==> config.mk <==
export PLATFORM = sky130hd
export DESIGN_NAME = ujtb_device_flat
export DESIGN_NICKNAME = d
export VERILOG_FILES = /design/src/verilog/ujtb_pkg.sv /design/src/verilog/ujtb_link_if.sv /design/src/verilog/ujtb_device.sv /design/src/flat_wrapper.sv
export VERILOG_INCLUDE_DIRS = /design/src /design/src/verilog
export SDC_FILE = /design/constraint.sdc
export NUM_CORES = 1
export LEC_CHECK = 0
export ABC_AREA = 1
export BUFFER_PORTS_ARGS = -buffer_cell sky130_fd_sc_hd__buf_2
export CORE_UTILIZATION = 60
export DETAILED_ROUTE_END_ITERATION = 10
export GPL_TIMING_DRIVEN = 0
export PLACE_DENSITY = 0.85
export SETUP_SLACK_MARGIN = 0.4
export SLEW_MARGIN = 15
export SYNTH_ARGS = -nofsm -noshare
export SYNTH_HDL_FRONTEND = slang
export SYNTH_SLANG_ARGS = --single-unit
==> constraint.sdc <==
create_clock -name clk_in -period 2.7 [get_ports clk_in]
set_input_delay 0.27 -clock clk_in [delete_from_list [all_inputs] [get_ports clk_in]]
set_output_delay 0.27 -clock clk_in [all_outputs]
set_load 0.005 [all_outputs]
==> src/verilog/ujtb_map.svh <==
`ifndef UJTB_MAP_SVH
`define UJTB_MAP_SVH

// Register widths and instruction codes
`define UJTB_IR_WIDTH 8
`define UJTB_DR_WIDTH 16
`define UJTB_IR_USER_CODE 8'h22
`define UJTB_IR_BYPASS 8'hff
`define UJTB_IR_CAPTURE 8'h01
`define UJTB_PARAM_RESET 16'h0000

// Timing: system clock rate and link clock half period
`define UJTB_CLK_MHZ 125
`define UJTB_TCK_HALF_NS 80
`define UJTB_TCK_HALF_CYC ((`UJTB_TCK_HALF_NS * `UJTB_CLK_MHZ) / 1000)

// Host step counts per sequence phase
`define UJTB_RESET_TMS_CYCLES 5
`define UJTB_RESET_STEPS 6
`define UJTB_SEL_STEPS 2
`define UJTB_IR_PRE_STEPS 4
`define UJTB_DR_PRE_STEPS 3
`define UJTB_POST_STEPS 2
`define UJTB_FIFO_DEPTH 4

`endif

==> src/verilog/ujtb_pkg.sv <==
package ujtb_pkg;

   // Test access port states, one-hot
   typedef enum logic [15:0] {
      TAP_RESET = 16'h0001,
      TAP_IDLE = 16'h0002,
      TAP_SEL_DR = 16'h0004,
      TAP_CAP_DR = 16'h0008,
      TAP_SHIFT_DR = 16'h0010,
      TAP_EXIT1_DR = 16'h0020,
      TAP_PAUSE_DR = 16'h0040,
      TAP_EXIT2_DR = 16'h0080,
      TAP_UPD_DR = 16'h0100,
      TAP_SEL_IR = 16'h0200,
      TAP_CAP_IR = 16'h0400,
      TAP_SHIFT_IR = 16'h0800,
      TAP_EXIT1_IR = 16'h1000,
      TAP_PAUSE_IR = 16'h2000,
      TAP_EXIT2_IR = 16'h4000,
      TAP_UPD_IR = 16'h8000
   } ujtb_tap_type;

   // Host sequencer phases, one-hot
   typedef enum logic [7:0] {
      H_IDLE = 8'h01,
      H_RESET = 8'h02,
      H_IR_PRE = 8'h04,
      H_IR_SHIFT = 8'h08,
      H_IR_POST = 8'h10,
      H_DR_PRE = 8'h20,
      H_DR_SHIFT = 8'h40,
      H_DR_POST = 8'h80
   } ujtb_host_type;

endpackage : ujtb_pkg

==> src/verilog/ujtb_link_if.sv <==
`timescale 1ns/1ps

// Test access pins between host and device
interface ujtb_link_if;
   logic tck;
   logic tms;
   logic tdi;
   logic tdo;
   logic trst_n;

   modport host (output tck, output tms, output tdi, output trst_n, input tdo);
   modport device (input tck, input tms, input tdi, input trst_n, output tdo);
endinterface : ujtb_link_if

==> src/verilog/ujtb_device.sv <==
`timescale 1ns/1ps
`include "ujtb_map.svh"

module ujtb_device #(
   parameter int IR_W = `UJTB_IR_WIDTH,
   parameter int DW = `UJTB_DR_WIDTH
) (
   input wire logic clk_in,
   input wire logic sys_rst_in,
   ujtb_link_if.device link,
   output logic user_serial_data_out,
   output logic user_dr_shift_state_out,
   output logic user_dr_clock_out,
   output logic user_dr_update_state_out,
   output logic [DW-1:0] param_value_out,
   output logic param_updated_out,
   output logic [15:0] tap_state_out,
   output logic [IR_W-1:0] instr_out
);

   // Pin synchronisers
   logic tck_s1_reg;
   logic tck_s2_reg;
   logic tck_d_reg;
   logic tms_s1_reg;
   logic tms_s2_reg;
   logic tdi_s1_reg;
   logic tdi_s2_reg;
   logic trst_s1_reg;
   logic trst_s2_reg;

   // Controller state
   ujtb_pkg::ujtb_tap_type tap_reg;
   ujtb_pkg::ujtb_tap_type tap_next;
   logic [IR_W-1:0] ir_shift_reg;
   logic [IR_W-1:0] ir_reg;
   logic bypass_reg;
   logic tdo_reg;

   // User-side strobes and tuning registers
   logic serial_data_reg;
   logic dr_shift_reg;
   logic dr_clock_reg;
   logic dr_clock_d_reg;
   logic dr_update_reg;
   logic dr_update_d_reg;
   logic dr_capture_reg;
   logic [DW-1:0] temp_reg;
   logic [DW-1:0] param_reg;
   logic updated_reg;

   // Every pin passes two flops; tck_d only delays the clean copy
   always_ff @(posedge clk_in) begin
      if (sys_rst_in) begin
         tck_s1_reg <= 1'h0;
         tck_s2_reg <= 1'h0;
         tck_d_reg <= 1'h0;
         tms_s1_reg <= 1'h1;
         tms_s2_reg <= 1'h1;
         tdi_s1_reg <= 1'h0;
         tdi_s2_reg <= 1'h0;
         trst_s1_reg <= 1'h0;
         trst_s2_reg <= 1'h0;
      end else begin
         tck_s1_reg <= link.tck;
         tck_s2_reg <= tck_s1_reg;
         tck_d_reg <= tck_s2_reg;
         tms_s1_reg <= link.tms;
         tms_s2_reg <= tms_s1_reg;
         tdi_s1_reg <= link.tdi;
         tdi_s2_reg <= tdi_s1_reg;
         trst_s1_reg <= link.trst_n;
         trst_s2_reg <= trst_s1_reg;
      end
   end

   // Link clock edges found by the system clock
   wire tck_rise = tck_s2_reg && !tck_d_reg;
   wire tck_fall = !tck_s2_reg && tck_d_reg;
   wire tms = tms_s2_reg;

   // Next state from TMS; TMS high five times reaches reset from anywhere
   always_comb begin
      tap_next = ujtb_pkg::TAP_RESET;
      case (tap_reg)
         ujtb_pkg::TAP_RESET: begin
            tap_next = tms ? ujtb_pkg::TAP_RESET : ujtb_pkg::TAP_IDLE;
         end
         ujtb_pkg::TAP_IDLE: begin
            tap_next = tms ? ujtb_pkg::TAP_SEL_DR : ujtb_pkg::TAP_IDLE;
         end
         ujtb_pkg::TAP_SEL_DR: begin
            tap_next = tms ? ujtb_pkg::TAP_SEL_IR : ujtb_pkg::TAP_CAP_DR;
         end
         ujtb_pkg::TAP_CAP_DR: begin
            tap_next = tms ? ujtb_pkg::TAP_EXIT1_DR : ujtb_pkg::TAP_SHIFT_DR;
         end
         ujtb_pkg::TAP_SHIFT_DR: begin
            tap_next = tms ? ujtb_pkg::TAP_EXIT1_DR : ujtb_pkg::TAP_SHIFT_DR;
         end
         ujtb_pkg::TAP_EXIT1_DR: begin
            tap_next = tms ? ujtb_pkg::TAP_UPD_DR : ujtb_pkg::TAP_PAUSE_DR;
         end
         ujtb_pkg::TAP_PAUSE_DR: begin
            tap_next = tms ? ujtb_pkg::TAP_EXIT2_DR : ujtb_pkg::TAP_PAUSE_DR;
         end
         ujtb_pkg::TAP_EXIT2_DR: begin
            tap_next = tms ? ujtb_pkg::TAP_UPD_DR : ujtb_pkg::TAP_SHIFT_DR;
         end
         ujtb_pkg::TAP_UPD_DR: begin
            tap_next = tms ? ujtb_pkg::TAP_SEL_DR : ujtb_pkg::TAP_IDLE;
         end
         ujtb_pkg::TAP_SEL_IR: begin
            tap_next = tms ? ujtb_pkg::TAP_RESET : ujtb_pkg::TAP_CAP_IR;
         end
         ujtb_pkg::TAP_CAP_IR: begin
            tap_next = tms ? ujtb_pkg::TAP_EXIT1_IR : ujtb_pkg::TAP_SHIFT_IR;
         end
         ujtb_pkg::TAP_SHIFT_IR: begin
            tap_next = tms ? ujtb_pkg::TAP_EXIT1_IR : ujtb_pkg::TAP_SHIFT_IR;
         end
         ujtb_pkg::TAP_EXIT1_IR: begin
            tap_next = tms ? ujtb_pkg::TAP_UPD_IR : ujtb_pkg::TAP_PAUSE_IR;
         end
         ujtb_pkg::TAP_PAUSE_IR: begin
            tap_next = tms ? ujtb_pkg::TAP_EXIT2_IR : ujtb_pkg::TAP_PAUSE_IR;
         end
         ujtb_pkg::TAP_EXIT2_IR: begin
            tap_next = tms ? ujtb_pkg::TAP_UPD_IR : ujtb_pkg::TAP_SHIFT_IR;
         end
         ujtb_pkg::TAP_UPD_IR: begin
            tap_next = tms ? ujtb_pkg::TAP_SEL_DR : ujtb_pkg::TAP_IDLE;
         end
         default: begin
            tap_next = ujtb_pkg::TAP_RESET; // Illegal code recovers to reset
         end
      endcase
   end

   // Reset and TRST win over any TCK edge
   always_ff @(posedge clk_in) begin
      if (sys_rst_in || !trst_s2_reg) begin
         tap_reg <= ujtb_pkg::TAP_RESET;
      end else if (tck_rise) begin
         tap_reg <= tap_next;
      end
   end

   // State decode
   wire st_reset = (tap_reg == ujtb_pkg::TAP_RESET);
   wire st_cap_ir = (tap_reg == ujtb_pkg::TAP_CAP_IR);
   wire st_shift_ir = (tap_reg == ujtb_pkg::TAP_SHIFT_IR);
   wire st_upd_ir = (tap_reg == ujtb_pkg::TAP_UPD_IR);
   wire st_cap_dr = (tap_reg == ujtb_pkg::TAP_CAP_DR);
   wire st_shift_dr = (tap_reg == ujtb_pkg::TAP_SHIFT_DR);
   wire st_upd_dr = (tap_reg == ujtb_pkg::TAP_UPD_DR);
   wire user_sel = (ir_reg == IR_W'(`UJTB_IR_USER_CODE));

   // Instruction register: shift at rise, apply at fall in update
   always_ff @(posedge clk_in) begin
      if (sys_rst_in) begin
         ir_shift_reg <= '0;
         ir_reg <= IR_W'(`UJTB_IR_BYPASS);
      end else begin
         if (st_reset) begin
            ir_reg <= IR_W'(`UJTB_IR_BYPASS);
         end else if (tck_fall && st_upd_ir) begin
            ir_reg <= ir_shift_reg;
         end
         if (tck_rise && st_cap_ir) begin
            ir_shift_reg <= IR_W'(`UJTB_IR_CAPTURE);
         end else if (tck_rise && st_shift_ir) begin
            ir_shift_reg <= {tdi_s2_reg, ir_shift_reg[IR_W-1:1]};
         end
      end
   end

   // Bypass cell for any instruction but the user one
   always_ff @(posedge clk_in) begin
      if (sys_rst_in) begin
         bypass_reg <= 1'h0;
      end else if (tck_rise && st_cap_dr) begin
         bypass_reg <= 1'h0;
      end else if (tck_rise && st_shift_dr) begin
         bypass_reg <= tdi_s2_reg;
      end
   end

   // TDO changes on falling TCK so the host samples a settled bit
   always_ff @(posedge clk_in) begin
      if (sys_rst_in) begin
         tdo_reg <= 1'h0;
      end else if (tck_fall && st_shift_ir) begin
         tdo_reg <= ir_shift_reg[0];
      end else if (tck_fall && st_shift_dr) begin
         tdo_reg <= user_sel ? temp_reg[0] : bypass_reg;
      end
   end

   // Strobes to user logic, all registered together to stay aligned
   always_ff @(posedge clk_in) begin
      if (sys_rst_in) begin
         serial_data_reg <= 1'h0;
         dr_shift_reg <= 1'h0;
         dr_clock_reg <= 1'h0;
         dr_clock_d_reg <= 1'h0;
         dr_update_reg <= 1'h0;
         dr_update_d_reg <= 1'h0;
         dr_capture_reg <= 1'h0;
      end else begin
         serial_data_reg <= tdi_s2_reg;
         dr_shift_reg <= st_shift_dr && user_sel;
         dr_clock_reg <= tck_s2_reg;
         dr_clock_d_reg <= dr_clock_reg;
         dr_update_reg <= st_upd_dr && user_sel;
         dr_update_d_reg <= dr_update_reg;
         dr_capture_reg <= st_cap_dr && user_sel;
      end
   end

   // User fabric side: temporary register shifted by the bridge strobes
   wire udr_clock_rise = dr_clock_reg && !dr_clock_d_reg;
   wire udr_update_rise = dr_update_reg && !dr_update_d_reg;

   // Capture loads the live value so the host can read it back
   always_ff @(posedge clk_in) begin
      if (sys_rst_in) begin
         temp_reg <= DW'(`UJTB_PARAM_RESET);
      end else if (udr_clock_rise && dr_capture_reg) begin
         temp_reg <= param_reg;
      end else if (udr_clock_rise && dr_shift_reg) begin
         temp_reg <= {serial_data_reg, temp_reg[DW-1:1]};
      end
   end

   // Permanent value moves only on entry to update, never mid-shift
   always_ff @(posedge clk_in) begin
      if (sys_rst_in) begin
         param_reg <= DW'(`UJTB_PARAM_RESET);
         updated_reg <= 1'h0;
      end else begin
         updated_reg <= udr_update_rise;
         if (udr_update_rise) begin
            param_reg <= temp_reg;
         end
      end
   end

   // Outputs
   assign link.tdo = tdo_reg;
   assign user_serial_data_out = serial_data_reg;
   assign user_dr_shift_state_out = dr_shift_reg;
   assign user_dr_clock_out = dr_clock_reg;
   assign user_dr_update_state_out = dr_update_reg;
   assign param_value_out = param_reg;
   assign param_updated_out = updated_reg;
   assign tap_state_out = tap_reg;
   assign instr_out = ir_reg;

endmodule : ujtb_device

==> src/flat_wrapper.sv <==
// flat-port wrapper written by rule: the top's interface ports become plain ports
module ujtb_device_flat 
#(
   parameter int IR_W = `UJTB_IR_WIDTH,
   parameter int DW = `UJTB_DR_WIDTH
)
  (clk_in, sys_rst_in, user_serial_data_out, user_dr_shift_state_out, user_dr_clock_out, user_dr_update_state_out, param_value_out, param_updated_out, tap_state_out, instr_out, link_tck, link_tms, link_tdi, link_trst_n, link_tdo);
  ujtb_link_if link_i ();
  input wire logic clk_in;
  input wire logic sys_rst_in;
  output logic user_serial_data_out;
  output logic user_dr_shift_state_out;
  output logic user_dr_clock_out;
  output logic user_dr_update_state_out;
  output logic [DW-1:0] param_value_out;
  output logic param_updated_out;
  output logic [15:0] tap_state_out;
  output logic [IR_W-1:0] instr_out;
  input wire logic [$bits(link_i.tck)-1:0] link_tck;
  input wire logic [$bits(link_i.tms)-1:0] link_tms;
  input wire logic [$bits(link_i.tdi)-1:0] link_tdi;
  input wire logic [$bits(link_i.trst_n)-1:0] link_trst_n;
  output wire logic [$bits(link_i.tdo)-1:0] link_tdo;
  assign link_i.tck = link_tck;
  assign link_i.tms = link_tms;
  assign link_i.tdi = link_tdi;
  assign link_i.trst_n = link_trst_n;
  assign link_tdo = link_i.tdo;
  ujtb_device #(.IR_W(IR_W), .DW(DW)) u_core (.clk_in(clk_in), .sys_rst_in(sys_rst_in), .link(link_i), .user_serial_data_out(user_serial_data_out), .user_dr_shift_state_out(user_dr_shift_state_out), .user_dr_clock_out(user_dr_clock_out), .user_dr_update_state_out(user_dr_update_state_out), .param_value_out(param_value_out), .param_updated_out(param_updated_out), .tap_state_out(tap_state_out), .instr_out(instr_out));
endmodule
==> flow_summary.ini <==
[status]
outcome = complete, no violations

[global_route]
grt-ovfl-total = 0
grt_max_degree = 15
grt_pass1_wl_um = 13300
grtUsageTotal_pct = 27.96
antenna_found_initial = 0
grt_pass1_vias = 3011

[cts]
cts_tree = yes
cts.path.max_buffers = 2
clock-sinks = 82
cts_resized = 0
h-tree-depth = 3
cts.hold.buffers_added = 0
postCtsSetupRepairBufs = 0
numCtsBuffers = 9
path_clk_slew_ns = 0.09
insertion_delay_ns = 0.36
clockRootBuffer = clkbuf_8

[sta]
rsz0062_at_grt = no
final-max-slew-violation-count = 0
post-route-min-period_ns = 1.711
period_share_pct = 63.38
tightest_slew_ns = 0.5312
fin_skew_ns = 0.008589
tns_ns = 0
finalHoldViolCount = 0
hold_ws_ns = 0.09196
fmax_ghz = 0.5844
setup_violations = 0
max_slew_margin_pct = 64.46

[route]
ant_nets = 0
vias = 3322
first_pass_iters = 5
drc = 0
wl_per_cell_um = 13.08
wirelength_um = 7976
drtIter0Drc = 269
via_per_inst = 5.446

[worst_setup_path]
max_stage_delay_ns = 0.38
path_class = reg2reg
cp-end-kind = register
worstSetupPathDepth = 7
r2r_cells = 7
cp_num_buf_inv = 3
path_delay_family = buffers and inverters
crit_slowest_cell = nor3_4
required_ns = 2.93
path_cells = clkbuf_1 > inv_1 > nor3_4 > a31oi_4 > buf_2 > nand2_1 > a21oi_1
cp.arrival_ns = 1.94
cp_max_fo = 10
worst_setup_path_start_kind = register

[power]
power_density_nw_per_um2 = 575.4
vdd_ir_drop_max_v = 0.0005188
power_leakage_nw = 1.731

[synthesis]
syn_inst = 471
avgSynthCellArea_um2 = 7.348
ys_ff_latch = 82
synth_area_leader_cell = dfxtp_1
synth_cell_type_count = 28
ys_top_cells_by_area = dfxtp_1 (47%), nand2_1 (9.3%), a21oi_1 (9.1%)
yosysTopAreaCellShare_pct = 47.43
ys_warn_count = 0
synth_fp_nets = 477
netlist_area_um2 = 3461
ys_seq_area_share_pct = 47.43

[floorplan]
start_util_pct = 62.47
core_area_um2 = 5540
boundaryPins = 52
fp.dieW_um = 77.95
die_area_um2 = 6075
die_h_um = 77.95
rows = 27

[run]
maxCapViolations = 0

[final_layout]
fin_util_pct = 73.04
nets = 539
antennaDiodeCount = 0
instances_no_fill = 610
syn_to_final_growth_pct = 16.92
drive_gt1_share_pct = 16.91

[hold_path]
hold_class = in2reg
hold_path_depth = 2

[place]
port_buffers = 51
dp_cells = 594
gp_congestion = 0.8676
dpl.hpwl_um = 5573
worst paths after layout:
path                         start                  end  slack (ns)
max          u_core.dr_capture_reg  u_core.temp_reg[14]        0.99
min                       link_tms    u_core.tms_s1_reg        0.09
max reg2reg  u_core.dr_capture_reg  u_core.temp_reg[14]        0.99
min reg2reg     u_core.trst_s1_reg   u_core.trst_s2_reg        0.41
power breakdown:
| part | switching (mW) | total (mW) | internal (mW) | leakage, nW |
|---|---|---|---|---|
| logic | 0.0310 | 0.0421 | 0.0110 | 0.947 |
| clock network | 0.450 | 1.07 | 0.618 | 0.121 |
| registers | 0.00373 | 1.22 | 1.21 | 0.663 |
cells by family after synthesis:
kind of cell / Yosys count / synth area share, %
compound gates: 105 / 16.88
buf+inv: 84 / 9.906
flops: 82 / 47.43
simple gates: 200 / 25.78
final cells by class:
type	instances	area (µm²)
sequential	82	1642
fill	433	1494
multi-input combinational	305	1476
timing repair buffer	51	255.2
inverter	66	247.7
clock buffer	10	127.6
clock inverter	6	112.6
buffer	18	95.09
tap	72	90.09
cell usage in the layout (no fill, tap or decap), drive strengths merged:
master	instances
a21oi	63
nand3	20
o21ai	23
inv	67
nand2	89
bufinv	3
clkinv	2
nor2	63
buf	57
nor4	1
o211ai	8
dfxtp	82
a31oi	3
nand4	4
a211oi	8
nor3	20
or2	3
clkbuf	22
synthesized netlist by cell type:
| library cell | count |
|---|---|
| nand2_1 | 86 |
| dfxtp_1 | 82 |
| a21oi_1 | 63 |
| inv_1 | 63 |
| nor2_1 | 56 |
| o21ai_0 | 23 |
| nand3_1 | 19 |
| nor3_1 | 19 |
| clkbuf_1 | 12 |
| a211oi_1 | 8 |
| o211ai_1 | 8 |
| nor2_2 | 5 |
| buf_6 | 3 |
| inv_2 | 3 |
| nand4_1 | 3 |
| or2_2 | 3 |
| a31oi_1 | 2 |
| nand2_2 | 2 |
| nor2_4 | 2 |
| a31oi_4 | 1 |
| buf_1 | 1 |
| buf_2 | 1 |
| buf_4 | 1 |
| nand2_4 | 1 |
| nand3_2 | 1 |
| nand4_4 | 1 |
| nor3_4 | 1 |
| nor4_1 | 1 |
metal layers:
metal | share of wire, % | vias to the layer above | track usage [%]
met5 | 0 | - | 0
met4 | 1.1 | 0 | 11.85
met3 | 5.8 | 11 | 7.294
met2 | 48 | 125 | 44.96
met1 | 45 | 1535 | 35.49
li1 | - | 1651 | -
metrics by stage:
stage | worst slack [ns] | power, mW | cell area [µm²]
6_report | 0.9887 | 2.328 | 4046
5_1_grt | 0.8256 | 2.389 | 4046
4_1_cts | 0.9976 | 2.334 | 4046
3_5_place_dp | 1.017 | 1.288 | 3806
3_3_place_gp | 1.078 | 1.288 | 3806
2_1_floorplan | 1.307 | 1.273 | 3461
(Power assumes the default switching activity.)
